$ cat config.mk
export PLATFORM = sky130hd
export DESIGN_NAME = sdr_unit
export DESIGN_NICKNAME = d
export VERILOG_FILES = /design/src/hw/sdr_pkg.sv /design/src/hw/sdr_step_gen.sv /design/src/hw/sdr_unit.sv
export SDC_FILE = /design/constraint.sdc
export NUM_CORES = 1
export LEC_CHECK = 0
export ABC_CLOCK_PERIOD_IN_PS = 6000
export BUFFER_PORTS_ARGS = -buffer_cell sky130_fd_sc_hd__buf_2
export CORE_ASPECT_RATIO = 1.25
export CORE_UTILIZATION = 35
export DETAILED_ROUTE_END_ITERATION = 7
export SLEW_MARGIN = 20
export SYNTH_ARGS = -nofsm -noshare
export SYNTH_HDL_FRONTEND = slang
export SYNTH_SLANG_ARGS = --single-unit
$ cat constraint.sdc
create_clock -name CLK -period 6 [get_ports CLK]
set_input_delay 0.3 -clock CLK [delete_from_list [all_inputs] [get_ports CLK]]
set_output_delay 0.3 -clock CLK [all_outputs]
set_load 0.02 [all_outputs]
$ cat src/hw/sdr_pkg.sv
// sdr_pkg: register map, field positions, reset values and timing counts
// of the step/direction and reference switch unit.
// assumes a 25 MHz system clock and a byte-addressed 32-bit register port.
package sdr_pkg;

    // ==========================================================
    // clock and timing
    localparam int unsigned CLK_PERIOD_NS = 40;
    localparam int unsigned STEP_BASE_CYCLES = 16;
    localparam int unsigned STEP_MAX_DIV = 32;
    localparam int unsigned PULSE_CNT_W = 9;

    // ==========================================================
    // widths
    localparam int unsigned ADDR_W = 6;
    localparam int unsigned POS_W = 24;
    localparam int unsigned VEL_W = 12;
    localparam int unsigned PHASE_W = 16;

    // ==========================================================
    // register byte offsets
    localparam logic [5:0] OFF_IF_CONFIG = 6'h00;
    localparam logic [5:0] OFF_GLOBAL = 6'h04;
    localparam logic [5:0] OFF_TARGET_POS = 6'h08;
    localparam logic [5:0] OFF_CUR_POS = 6'h0c;
    localparam logic [5:0] OFF_CUR_VEL = 6'h10;
    localparam logic [5:0] OFF_TARGET_VEL = 6'h14;
    localparam logic [5:0] OFF_VEL_MAX = 6'h18;
    localparam logic [5:0] OFF_TOLERANCE = 6'h1c;
    localparam logic [5:0] OFF_LATCHED_POS = 6'h20;
    localparam logic [5:0] OFF_STATUS = 6'h24;

    // ==========================================================
    // interface configuration fields
    localparam int unsigned CFG_INV_REF_BIT = 0;
    localparam int unsigned CFG_PORT_EN_BIT = 1;
    localparam int unsigned CFG_STOP_EN_BIT = 2;
    localparam int unsigned CFG_VEL_MODE_BIT = 3;
    localparam int unsigned CFG_W = 4;
    localparam logic [3:0] CFG_RESET = 4'h0;

    // global parameter fields
    localparam int unsigned GLB_DIV_LSB = 0;
    localparam int unsigned GLB_DIV_W = 4;
    localparam int unsigned GLB_DUAL_BIT = 21;
    localparam logic [3:0] DIV_RESET = 4'h0;
    localparam logic DUAL_RESET = 1'b0;

    // status fields
    localparam int unsigned ST_LEFT_BIT = 0;
    localparam int unsigned ST_RIGHT_BIT = 1;
    localparam int unsigned ST_ARMED_BIT = 2;
    localparam int unsigned ST_MISMATCH_BIT = 3;
    localparam int unsigned ST_MOVING_BIT = 4;
    localparam int unsigned ST_REFVALID_BIT = 5;

    localparam logic [11:0] VEL_MAX_RESET = 12'h100;

endpackage : sdr_pkg

$ cat src/hw/sdr_step_gen.sv
// sdr_step_gen: step pulse former with pulse length, low time and
// direction setup delay, all of one programmed pulse length.
// assumes req is held until taken is seen; everything on CLK.
`timescale 1ns/1ns
`default_nettype none
module sdr_step_gen
    import sdr_pkg::*;
(
    input wire logic clk,
    input wire logic rst_n,
    input wire logic enable,
    input wire logic [sdr_pkg::GLB_DIV_W-1:0] divider,
    input wire logic req,
    input wire logic dir_in,
    output logic taken,
    output logic step_o,
    output logic dir_o
);
    typedef enum logic [1:0] {SG_IDLE, SG_HIGH, SG_LOW, SG_SETUP} sdr_sg_state_t;

    sdr_sg_state_t state_q;
    logic [PULSE_CNT_W-1:0] cnt_q;
    logic step_q;
    logic dir_q;
    wire [PULSE_CNT_W-1:0] len_m1;
    wire cnt_done;
    wire want;

    // 16 * (1 + divider) cycles; held high and low each for one length
    assign len_m1 = PULSE_CNT_W'(STEP_BASE_CYCLES * ({1'b0, divider} + 5'd1) - 1);
    assign cnt_done = (cnt_q == '0);
    assign want = enable && (state_q == SG_IDLE) && req;
    assign taken = want && (dir_in == dir_q);
    assign step_o = step_q;
    assign dir_o = dir_q;

    // ==========================================================
    // pulse sequencer
    always_ff @(posedge clk or negedge rst_n) begin
        if (!rst_n) begin
            state_q <= SG_IDLE;
            cnt_q <= '0;
            step_q <= 1'b1;
            dir_q <= 1'b1;
        end else if (!enable) begin
            // pins idle high until the port is switched on
            state_q <= SG_IDLE;
            step_q <= 1'b1;
            dir_q <= 1'b1;
            cnt_q <= '0;
        end else begin
            case (state_q)
                SG_IDLE: begin
                    step_q <= 1'b0;
                    if (want && !taken) begin
                        dir_q <= dir_in;
                        cnt_q <= len_m1;
                        state_q <= SG_SETUP;
                    end else if (taken) begin
                        step_q <= 1'b1;
                        cnt_q <= len_m1;
                        state_q <= SG_HIGH;
                    end
                end
                SG_HIGH: begin
                    cnt_q <= cnt_q - 1'b1;
                    if (cnt_done) begin
                        step_q <= 1'b0;
                        cnt_q <= len_m1;
                        state_q <= SG_LOW;
                    end
                end
                SG_LOW, SG_SETUP: begin
                    // at least 2 x 16 + 1 cycles per step caps rate at clk / 33
                    cnt_q <= cnt_q - 1'b1;
                    if (cnt_done) begin
                        state_q <= SG_IDLE;
                    end
                end
                default: begin
                    state_q <= SG_IDLE;
                end
            endcase
        end
    end

endmodule // sdr_step_gen
`default_nettype wire

$ cat src/hw/sdr_unit.sv
// sdr_unit: step/direction generator and reference switch handling with
// position latch, tolerance window and stop switches.
// assumes a register master on CLK and switch pins from outside the domain.
`timescale 1ns/1ns
`default_nettype none
module sdr_unit
    import sdr_pkg::*;
(
    input wire logic CLK,
    input wire logic RST_N,
    input wire logic [sdr_pkg::ADDR_W-1:0] ADDR,
    input wire logic [31:0] WDATA,
    input wire logic WR,
    input wire logic RD,
    output logic [31:0] RDATA,
    input wire logic REF_L,
    input wire logic REF_R,
    output logic STEP_OUT,
    output logic DIR_OUT
);
    import sdr_pkg::*;

    // ==========================================================
    // helpers
    function automatic logic [VEL_W-1:0] vel_mag(input logic [VEL_W-1:0] v);
        vel_mag = v[VEL_W-1] ? VEL_W'(-v) : v;
    endfunction

    function automatic logic [POS_W-1:0] pos_dist(input logic [POS_W-1:0] a,
                                                  input logic [POS_W-1:0] b);
        logic [POS_W-1:0] d;
        d = a - b;
        pos_dist = d[POS_W-1] ? POS_W'(-d) : d;
    endfunction

    // ==========================================================
    // state
    logic [CFG_W-1:0] cfg_q;
    logic [GLB_DIV_W-1:0] div_q;
    logic dual_q;
    logic [POS_W-1:0] target_q;
    logic [POS_W-1:0] pos_q;
    logic [POS_W-1:0] pos_d;
    logic [VEL_W-1:0] vel_q;
    logic [VEL_W-1:0] vel_d;
    logic [VEL_W-1:0] vtgt_q;
    logic [VEL_W-1:0] vmax_q;
    logic [POS_W-1:0] tol_q;
    logic [POS_W-1:0] latch_q;
    logic latch_dir_q;
    logic armed_q;
    logic ref_valid_q;
    logic mismatch_q;
    logic [PHASE_W-1:0] phase_q;
    logic pend_q;
    logic [31:0] rdata_q;
    logic [1:0] l_sync_q;
    logic [1:0] r_sync_q;
    logic l_prev_q;

    // ==========================================================
    // register decode
    wire wr_cfg = WR && (ADDR == OFF_IF_CONFIG);
    wire wr_glb = WR && (ADDR == OFF_GLOBAL);
    wire wr_tgt = WR && (ADDR == OFF_TARGET_POS);
    wire wr_pos = WR && (ADDR == OFF_CUR_POS);
    wire wr_vel = WR && (ADDR == OFF_CUR_VEL);
    wire wr_vtgt = WR && (ADDR == OFF_TARGET_VEL);
    wire wr_vmax = WR && (ADDR == OFF_VEL_MAX);
    wire wr_tol = WR && (ADDR == OFF_TOLERANCE);
    wire wr_latch = WR && (ADDR == OFF_LATCHED_POS);

    wire inv_ref = cfg_q[CFG_INV_REF_BIT];
    wire port_en = cfg_q[CFG_PORT_EN_BIT];
    wire stop_en = cfg_q[CFG_STOP_EN_BIT];
    wire vel_mode = cfg_q[CFG_VEL_MODE_BIT];

    // ==========================================================
    // switch inputs
    wire l_act = l_sync_q[1] ^ inv_ref;
    wire r_act = (r_sync_q[1] ^ inv_ref) && dual_q;
    wire l_edge = l_act && !l_prev_q;

    wire moving = (vel_q != '0);
    wire vel_neg = vel_q[VEL_W-1];
    // reference window keeps the series reference contact from stopping us
    wire in_window = (tol_q != '0) && ref_valid_q
                     && (pos_dist(pos_q, latch_q) <= tol_q);
    wire halt_l = stop_en && l_act && moving && vel_neg && !in_window;
    wire halt_r = stop_en && r_act && moving && !vel_neg;
    wire halt = halt_l || halt_r;
    wire arrived = !vel_mode && moving && (pos_q == target_q) && !wr_tgt && !wr_vel;

    // ==========================================================
    // step rate and generator
    wire [PHASE_W:0] phase_sum = {1'b0, phase_q} + {{(PHASE_W - VEL_W + 1){1'b0}}, vel_mag(vel_q)};
    wire step_taken;
    wire dir_pin;
    wire gen_req = pend_q && port_en && !halt;

    sdr_step_gen u_gen (
        .clk(CLK),
        .rst_n(RST_N),
        .enable(port_en),
        .divider(div_q),
        .req(gen_req),
        .dir_in(!vel_neg),
        .taken(step_taken),
        .step_o(STEP_OUT),
        .dir_o(dir_pin)
    );
    assign DIR_OUT = dir_pin;

    // ==========================================================
    // next position and velocity
    always_comb begin
        pos_d = pos_q;
        if (step_taken) begin
            pos_d = dir_pin ? pos_q + 1'b1 : pos_q - 1'b1;
        end
        if (wr_pos) begin
            pos_d = WDATA[POS_W-1:0];
        end
    end

    always_comb begin
        vel_d = vel_q;
        if (wr_tgt && !vel_mode && (WDATA[POS_W-1:0] != pos_q)) begin
            // start toward the new target at the top speed
            vel_d = ($signed(WDATA[POS_W-1:0] - pos_q) < 0) ? VEL_W'(-vmax_q) : vmax_q;
        end
        if (wr_vtgt && vel_mode) begin
            vel_d = WDATA[VEL_W-1:0];
        end
        if (wr_vel) begin
            vel_d = WDATA[VEL_W-1:0];
        end
        if (halt || arrived) begin
            vel_d = '0;
        end
    end

    // ==========================================================
    // configuration registers
    always_ff @(posedge CLK or negedge RST_N) begin
        if (!RST_N) begin
            cfg_q <= CFG_RESET;
            div_q <= DIV_RESET;
            dual_q <= DUAL_RESET;
            vmax_q <= VEL_MAX_RESET;
            tol_q <= '0;
            target_q <= '0;
            vtgt_q <= '0;
        end else begin
            if (wr_cfg) cfg_q <= WDATA[CFG_W-1:0];
            if (wr_glb) begin
                div_q <= WDATA[GLB_DIV_LSB +: GLB_DIV_W];
                dual_q <= WDATA[GLB_DUAL_BIT];
            end
            if (wr_vmax) vmax_q <= WDATA[VEL_W-1:0];
            if (wr_tol) tol_q <= WDATA[POS_W-1:0];
            if (wr_tgt) target_q <= WDATA[POS_W-1:0];
            if (wr_vtgt) vtgt_q <= WDATA[VEL_W-1:0];
        end
    end

    // ==========================================================
    // motion
    always_ff @(posedge CLK or negedge RST_N) begin
        if (!RST_N) begin
            pos_q <= '0;
            vel_q <= '0;
            phase_q <= '0;
            pend_q <= 1'b0;
        end else begin
            pos_q <= pos_d;
            vel_q <= vel_d;
            phase_q <= (moving && port_en) ? phase_sum[PHASE_W-1:0] : '0;
            // a carry raised while a step is taken is kept for the next step
            if (halt || arrived || !moving) begin
                pend_q <= 1'b0;
            end else if (moving && port_en && phase_sum[PHASE_W]) begin
                pend_q <= 1'b1;
            end else if (step_taken) begin
                pend_q <= 1'b0;
            end
        end
    end

    // ==========================================================
    // switch sync, position latch and reference check
    always_ff @(posedge CLK or negedge RST_N) begin
        if (!RST_N) begin
            l_sync_q <= 2'b00;
            r_sync_q <= 2'b00;
            l_prev_q <= 1'b0;
            latch_q <= '0;
            latch_dir_q <= 1'b0;
            armed_q <= 1'b0;
            ref_valid_q <= 1'b0;
            mismatch_q <= 1'b0;
        end else begin
            l_sync_q <= {l_sync_q[0], REF_L};
            r_sync_q <= {r_sync_q[0], REF_R};
            l_prev_q <= l_act;
            if (wr_latch) begin
                armed_q <= 1'b1;
                mismatch_q <= 1'b0;
            end else if (armed_q && l_edge) begin
                latch_q <= pos_q;
                latch_dir_q <= vel_neg;
                armed_q <= 1'b0;
                ref_valid_q <= 1'b1;
            end
            // only a pass in the capture direction sees the same edge;
            // a mismatch seen in the clearing cycle still sets the flag
            if (!armed_q && ref_valid_q && l_edge
                && (vel_neg == latch_dir_q) && (pos_q != latch_q)) begin
                mismatch_q <= 1'b1;
            end
        end
    end

    // ==========================================================
    // read back
    // bits placed by index: a shifted 1-bit flag would lose its value
    logic [31:0] status_w;
    logic [31:0] glb_w;
    always_comb begin
        status_w = 32'h00000000;
        status_w[ST_LEFT_BIT] = l_act;
        status_w[ST_RIGHT_BIT] = r_act;
        status_w[ST_ARMED_BIT] = armed_q;
        status_w[ST_MISMATCH_BIT] = mismatch_q;
        status_w[ST_MOVING_BIT] = moving;
        status_w[ST_REFVALID_BIT] = ref_valid_q;
        glb_w = 32'h00000000;
        glb_w[GLB_DUAL_BIT] = dual_q;
        glb_w[GLB_DIV_LSB +: GLB_DIV_W] = div_q;
    end
    wire [31:0] rd_mux =
        (ADDR == OFF_IF_CONFIG) ? {{(32 - CFG_W){1'b0}}, cfg_q} :
        (ADDR == OFF_GLOBAL) ? glb_w :
        (ADDR == OFF_TARGET_POS) ? {8'h00, target_q} :
        (ADDR == OFF_CUR_POS) ? {8'h00, pos_q} :
        (ADDR == OFF_CUR_VEL) ? {20'h00000, vel_q} :
        (ADDR == OFF_TARGET_VEL) ? {20'h00000, vtgt_q} :
        (ADDR == OFF_VEL_MAX) ? {20'h00000, vmax_q} :
        (ADDR == OFF_TOLERANCE) ? {8'h00, tol_q} :
        (ADDR == OFF_LATCHED_POS) ? {8'h00, latch_q} :
        (ADDR == OFF_STATUS) ? status_w : 32'h00000000;

    // data valid only in the cycle after the read strobe
    always_ff @(posedge CLK or negedge RST_N) begin
        if (!RST_N) begin
            rdata_q <= 32'h00000000;
        end else begin
            rdata_q <= RD ? rd_mux : 32'h00000000;
        end
    end
    assign RDATA = rdata_q;

endmodule // sdr_unit
`default_nettype wire

==> impl_results.md <==
- Status: finished with violations
- Failing checks: design-rule violations
- Met2 wire len: 22.2 mm
- IO Pins: 78
- Final setup viols: 0
- Worst Max-Slew Pin Slew: 1.03 ns
- Minimum clock period: around 5.7 ns
- FF-to-FF Start: pos_q[0]
- CTS Buf Count: 24
- Worst Setup End Kind: flip-flop
- Routed wire per std cell: 20.6 um
- Drt total wl: about 48 mm
- DP HPWL: between 30 and 40 mm
- H-tree levels: 1
- Share of cells above drive strength 1: 16.6%
- Via-per-instance ratio: about 5.6
- Largest net degree at the start of global routing: 108
- Die H: 231 um
- Crit path max fanout: 11
- Wire length on met1: 19.9 mm
- CP required: between 6 and 7 ns
- Hold Crit Class: input pin to flip-flop
- Row cnt: 83
- DIE WIDTH: 185 um
- Cell count after synthesis: 1652
- Clk pin slew, worst setup/hold paths: 0.06 ns
- CTS sink count: slightly above 200
- Peak Freq: 0.175 GHz
- Die ar.: 42800 um^2
- FFs w/ async S/R, synth: 100%
- LEAKAGE: 7.70 nW
- Fill cell count: 4069
- Initial antenna violation count: 0
- Power per cell area: 608 nW/um^2
- Max Root-Sink Buffers: 3
- Port bufs: 61
- Max-cap violations: 0
- Residual DRC count: 1
- Worst reg-to-reg path cell count: 25
- Worst setup path startpoint: pos_q[0]
- Routed vias: 13.0k
- Worst slew margin: 30.6%
- Core Region: 41200 um^2
- Starting Density: a little over a third
- Startpoint of the worst hold path: WDATA[19]
- Clock Tree Root: clkbuf_16
- Dominant cells by area after synthesis: dfrtp_1, ha_1, mux2_2
- Highest metal used: met4
- Nets: 1902
- Later-pin clock latency in the skew report: 0.56 ns
- Top-count cell post-synth: dfrtp_1
- Global-route wire length before repair: 73.1 mm
- Post-synth EDFFs: 0
- Critical Path End: u_gen.cnt_q[2]
- Grt total ovfl: 0
- Hold slack: ~0.047 ns
- Final antenna-violating net count: 0
- Crit path DAT: 6.16 ns
- Share of the synthesized area in the top cell type: approximately 34%
- Register area share after synthesis: 34.8%
- RR Endpoint: u_gen.cnt_q[2]
- Commonest cells post-synth: dfrtp_1, nand2_1, a21oi_1
- Final Cycle Share: 95.1%
- Synth-to-Final Area Change: 15.5%
- Peak VDD IR: 273 uV
- Final hold vios: 0
- Power Total: 0.0103 W
- Mapped Area: 14700 um^2
- GRT Util Overall: 22.5%
- Area leader, netlist: dfrtp_1
- FF+latch area: 5110 um^2
- Synth Register Bits: 204
- Drt pass-1 iters: 8
- N_diodes: 0
- CP Class: flip-flop to flip-flop
- Multi-input logic area: 8940 um^2
- Detailed router's first-iteration violation count: 1156
- Skew final: roughly 0.024 ns
- Syn avg cell area: 8.89 um^2
- R2R Setup Slk: 0.29 ns
- CTS tree: yes
- Final slew viol count: 0
- Vias in the first global route: 12.7k
- Count of different cell masters after synthesis: 81
- Placer congestion estimate: 0.959
- Setup crit start kind: flip-flop
- Met3 routed WL: 2.85 mm
- Top_reg_cell synth: dfrtp_1
- Yosys Warn Count: 0
## where the power goes
| group | leakage, nW | total, W | switching [W] | internal, W |
|---|---|---|---|---|
| Clock | 0.428 | 0.00162 | 0.000625 | 0.000995 |
| Combinational | 4.63 | 0.00659 | 0.00369 | 0.00291 |
| Sequential | 2.64 | 0.00209 | 0.000419 | 0.00168 |
| Total | 7.70 | 0.0103 | 0.00473 | 0.00558 |
## final cells by class
type / instances / area share [%]
well taps: 552 / 4.07
inverters: 115 / 2.54
clock buffers: 33 / 4.15
flip-flops and latches: 204 / 30.1
multi-input cells: 1267 / 52.7
repair buffers: 134 / 5.37
clock inverters: 11 / 1.03
## cell usage in the layout, fill, tap and decap left out, types with 16 or more instances in the layout
master and instances:
xor2_1 31, nor2_1 91, dfrtp_1 201, mux2_2 82, nand2_1 170, o211ai_1 21
nand2b_1 17, a222oi_1 17, nor3_1 38, a21o_1 28, inv_1 115, or3_1 21
nand4_1 21, nand3_1 26, buf_2 60, nor4_1 16, xnor2_1 77, clkbuf_16 24
ha_1 108, buf_4 66, nor2b_1 23, a21oi_1 129, o21ai_0 117, mux2i_1 16
## per-layer routing
metal	up-vias	global-route usage, %
met5	-	0
met4	0	12.8
li1	6158	-
met1	6238	28.7
met2	459	36.4
met3	137	2.99
## critical path, stage by stage, from the launching register on
cell and delay [ns]:
dfrtp_1 0.39, inv_1 0.10, ha_2 0.21, fa_1 0.19
and2b_2 0.24, o31a_4 0.27, o211a_1 0.28, a211o_1 0.32
a41oi_2 0.25, xnor2_1 0.11, or3_1 0.30, or4_1 0.42
nor4b_1 0.31, ha_1 0.30, nand3_1 0.12, nor3_2 0.07
and2_4 0.15, o31a_1 0.12, a2111oi_4 0.32, a211oi_1 0.12
buf_4 0.21, nand2b_1 0.18, nand3_1 0.14, buf_6 0.16
a21oi_1 0.07, a311oi_1 0.25
## worst min-delay path by stage
stage,end,cells after the start,slack [ns]
after floorplan,RDATA[0],0,0.004
after global placement,r_sync_q[1],0,0.34
after detailed placement,l_sync_q[1],0,0.33
after CTS,pos_q[14],3,0.03
after global routing,pos_q[18],3,0.04
final,pos_q[19],3,0.05
## metrics by stage
| stage | cell area [um^2] | TNS (ns) | cells | util (%) | setup slack [ns] |
|---|---|---|---|---|---|
| CTS | 16800 | 0 | 2311 | 40.8 | 0.0335 |
| finish | 17000 | 0 | 2316 | 41.1 | 0.292 |
| global placement | 15900 | -0.0815 | 2264 | 38.6 | -0.0367 |
| global route | 17000 | -0.0212 | 2316 | 41.1 | -0.0178 |
| detailed placement | 15900 | -3.49 | 2264 | 38.6 | -0.163 |
| floorplan | 14700 | 0 | 1659 | - | 0.0741 |
## cell families after synthesis
kind of cell	after synthesis	share of synthesized area, %
and+or+nand+nor	480	15.8
AOI/OAI and AO/OA	457	20.2
DFF	204	34.8
buffers and inverters	188	5.17
adders and majority gates	112	9.70
xor gates and xnor gates	108	6.44
muxes	102	7.93
other	1	0.0255
## flip-flops by register name (all words and copies together), names as in the netlist, 16 cells and up
| signal | cells |
|---|---|
| RDATA | 24 |
| latch_q | 24 |
| pos_q | 24 |
| target_q | 24 |
| tol_q | 24 |
| phase_q | 16 |
## timing repair
| item | in CTS | in global routing |
|---|---|---|
| resized for setup | 2 | 14 |
| hold endpoints to repair | 105 | 0 |
| hold buffers | 3 | 0 |
| buffers inserted | 0 | 5 |
| setup endpoints to repair | 34 | 45 |
| pin swaps | 0 | 6 |
(Power assumes the default switching activity.)
